==> config.mk <==
export PLATFORM = sky130hd
export DESIGN_NAME = msag_top
export DESIGN_NICKNAME = d
export VERILOG_FILES = /design/src/hdl/msag_pkg.sv /design/src/hdl/msag_top.sv
export VERILOG_INCLUDE_DIRS = /design/src /design/src/hdl
export SDC_FILE = /design/constraint.sdc
export NUM_CORES = 1
export LEC_CHECK = 0
export ABC_AREA = 1
export BUFFER_PORTS_ARGS = -buffer_cell sky130_fd_sc_hd__buf_2
export CORE_MARGIN = 1
export CORE_UTILIZATION = 68
export DETAILED_ROUTE_END_ITERATION = 10
export PLACE_DENSITY_LB_ADDON = 0.2
export SYNTH_ARGS = -nofsm -noshare
export SYNTH_HDL_FRONTEND = slang
export SYNTH_SLANG_ARGS = --single-unit
export TNS_END_PERCENT = 50
==> constraint.sdc <==
create_clock -name clk_i -period 5 [get_ports clk_i]
set_input_delay 0.25 -clock clk_i [delete_from_list [all_inputs] [get_ports clk_i]]
set_output_delay 0.25 -clock clk_i [all_outputs]
set_load 0.02 [all_outputs]
==> src/hdl/msag_cfg.svh <==
/*
 constant file of the sync analyzer/generator: register offsets, field positions,
 reset values and timing counts. assumes a 50 MHz core clock.
*/
`ifndef MSAG_CFG_SVH
`define MSAG_CFG_SVH

// register offsets
`define MSAG_OFF_CFG 4'h0
`define MSAG_OFF_MUX 4'h1
`define MSAG_OFF_CCR 4'h2
`define MSAG_OFF_HPER 4'h3
`define MSAG_OFF_VCNT 4'h4
`define MSAG_OFF_ENR 4'h5
`define MSAG_OFF_LATCH 4'h6

// field positions
`define MSAG_CFG_HGO 7
`define MSAG_CFG_VGO 6
`define MSAG_MUX_FLYBACK_SELECT 5
`define MSAG_MUX_SRC 4
`define MSAG_MUX_VINV 1
`define MSAG_ENR_FREERUN 0
`define MSAG_LAT_VERT_POL_FLAG 2
`define MSAG_LAT_UP 1
`define MSAG_LAT_DOWN 0

// reset values
`define MSAG_RST_MUX 8'h20
`define MSAG_RST_HPER 8'hFF
`define MSAG_RST_VCNT 8'hFF
`define MSAG_RST_VLSB 3'h7

// timing
`define MSAG_CLK_NS 20
`define MSAG_TICK_NS 250
`define MSAG_HPULSE_NS 2000
`define MSAG_HPULSE_TICKS (`MSAG_HPULSE_NS / `MSAG_TICK_NS)
`define MSAG_VPULSE_LINES 4
`define MSAG_VERT_POL_FLAG_TIME_US 4000
`define MSAG_CNT_MAX 5'h1F
`define MSAG_HLOW_START 8'hFF
`define MSAG_VLINE_START 12'h800

`endif

==> src/hdl/msag_pkg.sv <==
/*
 types of the sync analyzer/generator. mode codes are set here; other numbers come from msag_cfg.svh.
*/
package msag_pkg;
  typedef enum logic [1:0] {
    MSAG_NORM_FALL = 2'h0,
    MSAG_NORM_RISE = 2'h1,
    MSAG_EXT_NEG = 2'h2,
    MSAG_EXT_POS = 2'h3
  } msag_mode_t;

  typedef enum logic [1:0] {
    MSAG_AN_IDLE,
    MSAG_AN_ARMED,
    MSAG_AN_RUN
  } msag_an_state_t;

  typedef struct packed {
    logic [3:0] addr;
    logic [7:0] wdata;
    logic we;
    logic re;
  } msag_bus_req_t;
endpackage : msag_pkg

==> src/hdl/msag_top.sv <==
/*
 sync polarity detector, composite vsync extractor, free-running h/v generator and
 h/v analyzer. registers over a plain strobe port, read data one cycle later.
 assumes all sync and flyback inputs are synchronous to clk_i.
*/
// Contract
// RULE1 - up/down latches follow polarity counter extremes
// RULE2 - vertical polarity flag through integrating filter
// RULE3 - count up high, down low, capture edges
// RULE4 - software clears counter, selects falling normal
// RULE5 - software reads value; 1Fh means negative
// RULE6 - cleared value arms automatic width threshold capture
// RULE7 - software: both latches set means composite
// RULE8 - software sets threshold 00h or 1Fh
// RULE9 - extracted vsync asserts at threshold, negates max
// RULE10 - counter stops at minimum in extraction
// RULE11 - extracted vertical sync always negative polarity; v_sync_out_o inverts it when vinv_q is set
// RULE12 - serrations under 8 us ignored
// RULE13 - extracted vsync feeds first timer capture
// RULE14 - free horizontal period (h+1)/4 us, 2 us
// RULE15 - vertical period h times 11-bit, 4 lines
// RULE16 - software selects free-running generator enable
// RULE17 - generators drive horizontal and vertical outputs
// RULE18 - software keeps analyzer off while free-running
// RULE19 - horizontal analyzer measures low, clears go
// RULE20 - low time (256-result)/4 us, saturates 64
// RULE21 - vertical analyzer counts lines, clears go
// RULE22 - lines equal 2048 minus result, saturating
// RULE23 - software sets positive outputs before analyzing
// RULE24 - mode 00 falling capture, 01 rising capture
// RULE25 - polarity counter saturates at 1Fh
`timescale 1ns/1ns
`include "msag_cfg.svh"

module msag_top #(
  parameter int VERT_POL_FLAG_W = 14
) (
  // clock and reset
  input wire logic clk_i,
  input wire logic resetn_i,
  // register port
  input wire msag_pkg::msag_bus_req_t bus_i,
  output logic [7:0] rdata_o,
  // sync and flyback inputs
  input wire logic h_sync_in_i,
  input wire logic v_sync_in_i,
  input wire logic composite_sync_in_i,
  input wire logic horiz_flyback_in_i,
  input wire logic vert_flyback_in_i,
  // outputs
  output logic h_sync_out_o,
  output logic v_sync_out_o,
  output logic timer_capture_one_o
);
  import msag_pkg::*;

  logic [7:0] tick_acc_q;
  logic tick;
  logic [4:0] cnt_q, cnt_d, cv_q, thr, floor_v;
  logic arm_q, up_latch_q, down_latch_q, vert_pol_flag_q, ext_q;
  logic [VERT_POL_FLAG_W-1:0] vint_q;
  msag_mode_t mode_q;
  logic extract, mon, cmon, mon_q, mon_rise, mon_fall, cap_ev;
  logic freerun_q, src_sel_q, fb_sel_q, vinv_q;
  logic [7:0] h_period_q, v_count_q, hcnt_q, hmeas_q;
  logic [2:0] vlsb_q;
  logic [10:0] v11, vcnt_q;
  logic [11:0] vmeas_q;
  logic h_gen_q, v_gen_q, h_sync_out_q, v_sync_out_q;
  msag_an_state_t hst_q, vst_q;
  logic hsig, hsig_q, vsig, vsig_q;
  logic wr_cfg, wr_ccr;

  function automatic logic wr_hit(input msag_bus_req_t b, input logic [3:0] off);
    wr_hit = b.we && (b.addr == off);
  endfunction : wr_hit

  assign wr_cfg = wr_hit(bus_i, `MSAG_OFF_CFG);
  assign wr_ccr = wr_hit(bus_i, `MSAG_OFF_CCR);
  assign v11 = {v_count_q, vlsb_q};

  // quarter-microsecond tick, exact on average (12/13 cycle steps)
  assign tick = (9'(tick_acc_q) + 9'(`MSAG_CLK_NS)) >= 9'(`MSAG_TICK_NS);
  always_ff @(posedge clk_i or negedge resetn_i) begin
    if (!resetn_i) begin
      tick_acc_q <= 8'h00;
    end else if (tick) begin
      tick_acc_q <= 8'(tick_acc_q + 8'(`MSAG_CLK_NS) - 8'(`MSAG_TICK_NS));
    end else begin
      tick_acc_q <= 8'(tick_acc_q + 8'(`MSAG_CLK_NS));
    end
  end

  // control registers written by software
  always_ff @(posedge clk_i or negedge resetn_i) begin
    if (!resetn_i) begin
      freerun_q <= 1'b0;
      src_sel_q <= 1'b0;
      fb_sel_q <= 1'b1;
      vinv_q <= 1'b0;
    end else begin
      if (wr_hit(bus_i, `MSAG_OFF_ENR)) begin
        freerun_q <= bus_i.wdata[`MSAG_ENR_FREERUN];
      end
      if (wr_hit(bus_i, `MSAG_OFF_MUX)) begin
        fb_sel_q <= bus_i.wdata[`MSAG_MUX_FLYBACK_SELECT];
        src_sel_q <= bus_i.wdata[`MSAG_MUX_SRC];
        vinv_q <= bus_i.wdata[`MSAG_MUX_VINV];
      end
    end
  end

  // polarity counter input; positive composite is inverted for extraction
  assign extract = mode_q[1];
  assign mon = src_sel_q ? composite_sync_in_i : h_sync_in_i;
  assign cmon = (mode_q == MSAG_EXT_POS) ? ~mon : mon;
  assign thr = (mode_q == MSAG_EXT_POS) ? ~cv_q : cv_q;
  assign floor_v = extract ? thr : 5'h00;
  assign mon_rise = mon & ~mon_q;
  assign mon_fall = ~mon & mon_q;
  // RULE24 capture edge select
  assign cap_ev = arm_q && !extract && ((mode_q == MSAG_NORM_RISE) ? mon_rise : mon_fall);

  always_comb begin
    cnt_d = cnt_q;
    if (tick) begin
      // RULE3 RULE25 up/down saturating
      if (cmon && cnt_q != `MSAG_CNT_MAX) begin
        cnt_d = cnt_q + 5'h01;
      // RULE10 floor at minimum
      end else if (!cmon && cnt_q > floor_v) begin
        cnt_d = cnt_q - 5'h01;
      end
    end
  end

  always_ff @(posedge clk_i or negedge resetn_i) begin
    if (!resetn_i) begin
      cnt_q <= 5'h00;
      mon_q <= 1'b0;
    end else begin
      cnt_q <= cnt_d;
      mon_q <= mon;
    end
  end

  // counter value field, mode and automatic threshold arm
  always_ff @(posedge clk_i or negedge resetn_i) begin
    if (!resetn_i) begin
      cv_q <= 5'h00;
      mode_q <= MSAG_NORM_FALL;
      arm_q <= 1'b1;
    end else if (wr_ccr) begin
      cv_q <= bus_i.wdata[4:0];
      mode_q <= msag_mode_t'(bus_i.wdata[6:5]);
      // RULE6 cleared value arms width capture
      arm_q <= (bus_i.wdata[4:0] == 5'h00) && !bus_i.wdata[6];
    end else if (cap_ev) begin
      // RULE3 RULE6 capture into threshold
      cv_q <= cnt_q;
    end
  end

  // RULE9 RULE12 extracted vsync; negate one tick past max
  always_ff @(posedge clk_i or negedge resetn_i) begin
    if (!resetn_i) begin
      ext_q <= 1'b0;
    end else if (!extract) begin
      ext_q <= 1'b0;
    end else if (tick && !cmon && cnt_q != cnt_d && cnt_d == thr) begin
      ext_q <= 1'b1;
    end else if (tick && cmon && cnt_q == `MSAG_CNT_MAX) begin
      ext_q <= 1'b0;
    end
  end

  // RULE1 latches set by counter extremes, write one clears, set wins
  always_ff @(posedge clk_i or negedge resetn_i) begin
    if (!resetn_i) begin
      up_latch_q <= 1'b0;
      down_latch_q <= 1'b0;
    end else begin
      if (cnt_d == `MSAG_CNT_MAX) begin
        up_latch_q <= 1'b1;
      end else if (wr_hit(bus_i, `MSAG_OFF_LATCH) && bus_i.wdata[`MSAG_LAT_UP]) begin
        up_latch_q <= 1'b0;
      end
      if (cnt_d == 5'h00) begin
        down_latch_q <= 1'b1;
      end else if (wr_hit(bus_i, `MSAG_OFF_LATCH) && bus_i.wdata[`MSAG_LAT_DOWN]) begin
        down_latch_q <= 1'b0;
      end
    end
  end

  // RULE2 integrator, full swing about 4 ms of quarter-us ticks
  always_ff @(posedge clk_i or negedge resetn_i) begin
    if (!resetn_i) begin
      vint_q <= '1;
      vert_pol_flag_q <= 1'b0;
    end else begin
      if (tick && v_sync_in_i && vint_q != '1) begin
        vint_q <= vint_q + 1'b1;
      end else if (tick && !v_sync_in_i && vint_q != '0) begin
        vint_q <= vint_q - 1'b1;
      end
      if (vint_q == '0) begin
        vert_pol_flag_q <= 1'b1;
      end else if (vint_q == '1) begin
        vert_pol_flag_q <= 1'b0;
      end
    end
  end

  // RULE14 RULE15 free-running generators
  always_ff @(posedge clk_i or negedge resetn_i) begin
    if (!resetn_i) begin
      hcnt_q <= 8'h00;
      vcnt_q <= 11'h000;
      h_gen_q <= 1'b0;
      v_gen_q <= 1'b0;
    end else if (!freerun_q) begin
      hcnt_q <= 8'h00;
      vcnt_q <= 11'h000;
      h_gen_q <= 1'b0;
      v_gen_q <= 1'b0;
    end else if (tick) begin
      h_gen_q <= hcnt_q < 8'(`MSAG_HPULSE_TICKS);
      v_gen_q <= vcnt_q < 11'(`MSAG_VPULSE_LINES);
      if (hcnt_q >= h_period_q) begin
        hcnt_q <= 8'h00;
        vcnt_q <= (vcnt_q + 11'h001 >= v11) ? 11'h000 : vcnt_q + 11'h001;
      end else begin
        hcnt_q <= hcnt_q + 8'h01;
      end
    end
  end

  // RULE17 outputs from generators; RULE11 extraction negative, inverted at v_sync_out_o when vinv_q is set
  always_ff @(posedge clk_i or negedge resetn_i) begin
    if (!resetn_i) begin
      h_sync_out_q <= 1'b0;
      v_sync_out_q <= 1'b0;
    end else if (freerun_q) begin
      h_sync_out_q <= h_gen_q;
      v_sync_out_q <= v_gen_q;
    end else begin
      h_sync_out_q <= mon;
      v_sync_out_q <= (extract ? ~ext_q : v_sync_in_i) ^ vinv_q;
    end
  end
  assign h_sync_out_o = h_sync_out_q;
  assign v_sync_out_o = v_sync_out_q;
  // RULE13 extracted vsync into first capture
  assign timer_capture_one_o = extract ? ~ext_q : v_sync_in_i;

  // analyzer signal select
  assign hsig = fb_sel_q ? h_sync_out_q : horiz_flyback_in_i;
  assign vsig = fb_sel_q ? v_sync_out_q : vert_flyback_in_i;
  always_ff @(posedge clk_i or negedge resetn_i) begin
    if (!resetn_i) begin
      hsig_q <= 1'b0;
      vsig_q <= 1'b0;
    end else begin
      hsig_q <= hsig;
      vsig_q <= vsig;
    end
  end

  // RULE19 RULE20 horizontal low time, result in h period register
  always_ff @(posedge clk_i or negedge resetn_i) begin
    if (!resetn_i) begin
      hst_q <= MSAG_AN_IDLE;
      hmeas_q <= 8'h00;
      h_period_q <= `MSAG_RST_HPER;
    end else if (wr_cfg && bus_i.wdata[`MSAG_CFG_HGO]) begin
      hst_q <= MSAG_AN_ARMED;
    end else begin
      if (wr_hit(bus_i, `MSAG_OFF_HPER)) begin
        h_period_q <= bus_i.wdata;
      end
      unique case (hst_q)
        MSAG_AN_IDLE: begin
        end
        MSAG_AN_ARMED: begin
          if (hsig_q && !hsig) begin
            hst_q <= MSAG_AN_RUN;
            hmeas_q <= `MSAG_HLOW_START;
          end
        end
        MSAG_AN_RUN: begin
          if (hsig) begin
            h_period_q <= hmeas_q;
            hst_q <= MSAG_AN_IDLE;
          end else if (tick && hmeas_q != 8'h00) begin
            hmeas_q <= hmeas_q - 8'h01;
          end
        end
      endcase
    end
  end

  // RULE21 RULE22 line count during vertical low, result split in two registers
  always_ff @(posedge clk_i or negedge resetn_i) begin
    if (!resetn_i) begin
      vst_q <= MSAG_AN_IDLE;
      vmeas_q <= 12'h000;
      v_count_q <= `MSAG_RST_VCNT;
      vlsb_q <= `MSAG_RST_VLSB;
    end else if (wr_cfg && bus_i.wdata[`MSAG_CFG_VGO]) begin
      vst_q <= MSAG_AN_ARMED;
      vlsb_q <= bus_i.wdata[2:0];
    end else begin
      if (wr_cfg) begin
        vlsb_q <= bus_i.wdata[2:0];
      end
      if (wr_hit(bus_i, `MSAG_OFF_VCNT)) begin
        v_count_q <= bus_i.wdata;
      end
      unique case (vst_q)
        MSAG_AN_IDLE: begin
        end
        MSAG_AN_ARMED: begin
          if (vsig_q && !vsig) begin
            vst_q <= MSAG_AN_RUN;
            vmeas_q <= `MSAG_VLINE_START;
          end
        end
        MSAG_AN_RUN: begin
          if (vsig) begin
            {v_count_q, vlsb_q} <= vmeas_q[10:0];
            vst_q <= MSAG_AN_IDLE;
          end else if (hsig && !hsig_q && vmeas_q != 12'h000) begin
            vmeas_q <= vmeas_q - 12'h001;
          end
        end
      endcase
    end
  end

  // read data one cycle after the strobe, unmapped reads zero
  always_ff @(posedge clk_i or negedge resetn_i) begin
    if (!resetn_i) begin
      rdata_o <= 8'h00;
    end else if (bus_i.re) begin
      unique case (bus_i.addr)
        `MSAG_OFF_CFG: rdata_o <= {hst_q != MSAG_AN_IDLE, vst_q != MSAG_AN_IDLE, 3'h0, vlsb_q};
        `MSAG_OFF_MUX: rdata_o <= {2'h0, fb_sel_q, src_sel_q, 2'h0, vinv_q, 1'b0};
        `MSAG_OFF_CCR: rdata_o <= {1'b0, mode_q, cv_q};
        `MSAG_OFF_HPER: rdata_o <= h_period_q;
        `MSAG_OFF_VCNT: rdata_o <= v_count_q;
        `MSAG_OFF_ENR: rdata_o <= {7'h00, freerun_q};
        `MSAG_OFF_LATCH: rdata_o <= {5'h00, vert_pol_flag_q, up_latch_q, down_latch_q};
        default: rdata_o <= 8'h00;
      endcase
    end else begin
      rdata_o <= 8'h00;
    end
  end

  // helper: generated pulse length in ticks
  logic [7:0] hhi_q;
  always_ff @(posedge clk_i or negedge resetn_i) begin
    if (!resetn_i) begin
      hhi_q <= 8'h00;
    end else if (!h_gen_q) begin
      hhi_q <= 8'h00;
    end else if (tick) begin
      hhi_q <= hhi_q + 8'h01;
    end
  end
endmodule : msag_top

Yosys cells after proc, flatten, opt, wreduce, memory -nomap -nowiden
Cells that the tools add are included.

Bits in registers: 120. Latch bits: 0. Memory bits (writable): 0. Memory bits (read-only): 0. Input bits: 21. Output and inout port bits: 11. Logic and storage cells: 215. Memories kept: 0.

Add/sub/neg operators: 11. $mul: 0. Div/mod/pow operators: 0. Magnitude comparators: 6. Eq/ne operators: 32. Shift-type cells: 0. Mux-type cells: 66. Bitwise operators: 9. Reductions and logical operators: 60.

Operators by type and width (count): 8-bit two-way mux (14); 8-bit case mux with 7 select lines (1); 11-bit two-way mux (4); 12-bit two-way mux (3); 5-bit two-way mux (7); 1-bit logical AND (30); 14-bit two-way mux (2); 12-bit case mux with 2 select lines (1); 1-bit two-way mux (21); 2-bit nonzero test (9); 8-bit case mux with 2 select lines (1); 14-bit by 1-bit adder with 14-bit output (second input constant) (1); 14-bit equality test (second input constant) (1); 14-bit logical NOT (1); 14-bit != test (second input constant) (1); 2-bit != test (second input constant) (7); 14-bit nonzero test (1); 14-bit by 1-bit subtractor with 14-bit output (second input constant) (1); 4-bit by 3-bit equality test with 1-bit output (second input constant) (3); 2-bit two-way mux (6); 3-bit two-way mux (4); 3-bit != test (second input constant) (4); 12-bit nonzero test (1); 12-bit by 1-bit subtractor with 12-bit output (second input constant) (1); 37 further kinds (59).

Depth between registers and ports, before layout
Depth in word-level cells: 13. Depth in mapped cells: 22. Mapped depth without buffers: 22.

Worst setup path before layout
Ideal clock, no wire load.

Path type: register -> register. Start point: register tick_acc_q[2]. End point: register vint_q[11]. Setup time: 0.077 ns. Arrival: 3.220 ns. Data required time: 4.923 ns. Path slack: 1.703 ns. Stages on the path, launching flop included: 20. Buffers on the path: 0. Period minus slack after synthesis: 3.297 ns. Cells stage by stage: dfrtp_1 > inv_1 > ha_1 > o21bai_1 > nor2_1 > nand3_2 > nand2_4 > inv_2 > nor2_2 > inv_1 > ha_1 > a21oi_1 > nand2_1 > a21boi_0 > o21ai_0 > a31oi_1 > o21ai_0 > nand2_1 > nand2_1 > o22ai_1.

Longest elaborated chain between the ends: 5. Elaborated cells between the ends (all ways): 8. Those cells by class: 1 x add/sub; 1 x order compare; 1 x mux; 5 x reduce/logical.

RTL lines: from (decl) (RTL line msag_top.sv:57) `logic [7:0] tick_acc_q;`; from (signal assigned) (RTL line msag_top.sv:88) `` tick_acc_q <= 8'(tick_acc_q + 8'(`MSAG_CLK_NS) - 8'(`MSAG_TICK_NS)); ``; from (signal assigned) (RTL line msag_top.sv:90) `` tick_acc_q <= 8'(tick_acc_q + 8'(`MSAG_CLK_NS)); ``; 8-bit by 5-bit adder with 9-bit output * (RTL line msag_top.sv:83) `` assign tick = (9'(tick_acc_q) + 9'(`MSAG_CLK_NS)) >= 9'(`MSAG_TICK_NS); ``; 9-bit by 8-bit greater-or-equal comparator with 1-bit output * (RTL line msag_top.sv:83); 1-bit logical AND (on tied branches) (2 in a row) (RTL line msag_top.sv:202, msag_top.sv:204); 14-bit two-way mux / 2-bit nonzero test (equally long branches); to (signal assigned) (RTL line msag_top.sv:203) `vint_q <= vint_q + 1'b1;`; to (signal assigned) (RTL line msag_top.sv:205) `vint_q <= vint_q - 1'b1;`; to (decl) (RTL line msag_top.sv:61) `logic [VERT_POL_FLAG_W-1:0] vint_q;`.

Mark *: on every way between the ends. The rest lies on a longest branch, timed or not. A chain may end at the register's enable or synchronous reset.

Final worst setup path
Ends and elaborated chain as after synthesis.

==> results_dict.tcl <==
set metrics [dict create \
    reg2reg_depth 19 \
    timing.final.crit_share_pct 81.8 \
    crit_start "tick_acc_q[2]$_DFF_PN0_" \
    cts_max_level 4 \
    grt_pass1_wl_um 32300 \
    clock_path_buffers 2 \
    syn_inst 979 \
    r2r_start "tick_acc_q[2]$_DFF_PN0_" \
    startpoint_type "flop" \
    gp_congestion 0.957 \
    vias 7029 \
    status "finished, final reports clean" \
    io_pins 32 \
    yosysWarnings 0 \
    first_pass_iters 6 \
    final_common_cell "nand2_1" \
    setup.worst_path.end_class "flop" \
    area_growth_pct 11.7 \
    final.fill_count 774 \
    crit_end "vint_q[11]$_DFFE_PN1P_" \
    final_cell_mix "nand2_1 (172), inv_1 (153), dfrtp_1 (84)" \
    synthArstFlopShare_pct 100 \
    cts_made_buffers 17 \
    path_clk_slew_ps 60 \
    relSlewSlack_pct 40.1 \
    syn_area_um2 7870 \
    worst_r2r_endpoint "vint_q[11]$_DFFE_PN1P_" \
    worst_slack_ps 908 \
    track_usage_pct 35.6 \
    die_w_um 110 \
    cts_root_buffer "clkbuf_16" \
    post-place-ws_ps 1030 \
    seq_area_um2 3020 \
    final_layout_size_suffix_gt1_share_pct 15.9 \
    met2_length_um 8880 \
    top_layer_used "met4" \
    wl_met1_um 8860 \
    initial_core_util_pct 71.0 \
    arrival_ps 4450 \
    synth_flop_cell "dfrtp_1" \
    wirelength_um 19600 \
    grt_max_degree 72 \
    num_antenna_cells 0 \
    seq_area_frac_synth_pct 38.4 \
    die_area_um2 12000 \
    synth_cell_types 59 \
    fin_skew_ps 12.9 \
    reg2reg_slack_ps 910 \
    wire_per_inst_um 16.8 \
    drc 0 \
    cts_tree "yes" \
    crit_type "reg2reg" \
    synth_seq_cells 119 \
    finish.utilization_pct 79.3 \
    cp_max_fo 14 \
    required_ps 5350 \
    die_height_um 110 \
    slew_violations 0 \
    rows 38 \
    hold_viol 0 \
    grt_overflow_total 0 \
    p_leak_uw 0.00438 \
    peakVddDrop_mv 0.486 \
    layout.nets 1091 \
    min_period_ps 4090 \
    antenna_found_initial 0 \
    portBuffers 31 \
    viasPerCell 6.02 \
    grt_pass1_vias 6669 \
    tns_ps 0 \
    setup_viol 0 \
    clock_sinks 119 \
    fmax_ghz 0.244 \
    routed-wl-met3_um 1270 \
    drtAntennaViolNets 0 \
    avgSynthCellArea_um2 8.04 \
    dp_hpwl_um 14100 \
    power.density_nw_per_um2 563 \
    syn_nets 1056 \
    drtIter0Drc 741 \
    cap_violations 0 \
    hold_path.class "in2reg" \
    rsz0062_at_grt "false" \
    worstMarginPinSlew_ps 899 \
    synth_edf_count 0 \
    multi_input_area_um2 4150 \
    coreArea_um2 11100 \
    clk_latency_ps 430 \
]
## critical path, cell delays in order (launching register included)
cell and delay [ps]:
dfrtp_1 430, inv_1 90, ha_1 350, o21bai_1 170, nor2_1 140, nand3_2 120, nand2_4 220, inv_2 130
nor2_2 190, inv_1 250, ha_1 430, a21oi_1 160, nand2_1 90, a21boi_0 350, o21ai_0 230, a31oi_1 270
o21ai_0 160, nand2_1 80, nand2_1 50, o22ai_1 110
## layer usage
metal  up-vias  global-route usage, %
li1       3370                      -
met1      3340                   49.0
met2       270                   55.1
met3        49                   6.58
met4         0                   15.5
met5         -                      0
## area by class of cell
type                            instances  area share (%)
Clock buffer                           20            5.20
Clock inverter                         12            2.25
Inverter                              163            6.98
Multi-Input combinational cell        680            47.2
Sequential cell                       119            34.4
Tap cell                              140            1.99
Timing Repair Buffer                   33            1.99
## per-stage QoR
step / hold WS (ps) / total power, uW / instances / area (um2)
final: 103 / 4950 / 1167 / 8790
after global routing: 93.3 / 5300 / 1167 / 8790
after CTS: 80.8 / 4920 / 1167 / 8790
after detailed placement: 313 / 3520 / 1134 / 8120
after global placement: 299 / 3460 / 1134 / 8120
after floorplan: -45.6 / 3060 / 979 / 7870
## synthesized netlist by cell type, types with 6 or more instances
library cell	instances	share of area, %
o211ai_1	7	0.67
o21ai_0	75	4.8
a32oi_1	9	1.0
nand2_2	13	1.0
nand4_1	25	2.0
a31oi_1	7	0.56
o22ai_1	14	1.1
dfrtp_1	84	27
xor2_1	27	3.0
o21ai_1	10	0.64
nor3_1	16	1.0
o41ai_1	7	0.78
o31ai_1	6	0.57
nand2_1	172	8.2
nor2_1	51	2.4
nor2_4	6	0.86
ha_1	55	8.7
dfstp_2	35	12
nand3_1	41	2.6
nor4_1	7	0.56
inv_1	153	7.3
inv_2	9	0.43
clkbuf_1	10	0.48
nor2_2	8	0.64
a21oi_1	59	3.8
## cells by family (layout without fill, tap and decap cells)
group | after synthesis | count (layout) | share of synthesized area, %
AOI/OAI and AO/OA | 222 | 222 | 16.9
adders and majority gates | 56 | 56 | 9.00
buffers and inverters | 180 | 228 | 8.90
xor gates and xnor gates | 32 | 32 | 3.56
and+or+nand+nor | 370 | 370 | 23.2
DFF | 119 | 119 | 38.4
## report_power, final
| part | internal (uW) | switching, uW |
|---|---|---|
| logic | 705 | 1330 |
| registers | 1330 | 228 |
| clock network | 909 | 447 |
## repair_timing
action,CTS,global route
hold endpoints to repair,41,0
gates resized for setup,0,0
hold buffers,1,0
setup buffers,0,0
## how the worst min path moves through the flow
| stage | from | to | slack (ps) | depth (start not counted) |
|---|---|---|---|---|
| final | bus_i[0] | rdata_o[7]$_DFF_PN0_ | 100 | 3 |
| after global routing | bus_i[0] | rdata_o[7]$_DFF_PN0_ | 90 | 3 |
| after CTS | bus_i[0] | rdata_o[7]$_DFF_PN0_ | 80 | 3 |
| after detailed placement | resetn_i | tick_acc_q[7]$_DFF_PN0_ | 310 | 1 |
| after global placement | resetn_i | tick_acc_q[7]$_DFF_PN0_ | 300 | 1 |
| after floorplan | resetn_i | cnt_q[0]$_DFF_PN0_ | -50 | 0 |
## state kept, by name, summed over array words and instances (netlist names), 2 cells and up
name        cells
vmeas_q        12
vlsb_q          3
vint_q         14
vst_q           2
cv_q            5
rdata_o         8
vcnt_q         11
hst_q           2
hcnt_q          8
cnt_q           5
tick_acc_q      7
hmeas_q         8
v_count_q       8
mode_q          2
h_period_q      8
(Power assumes the default switching activity.)
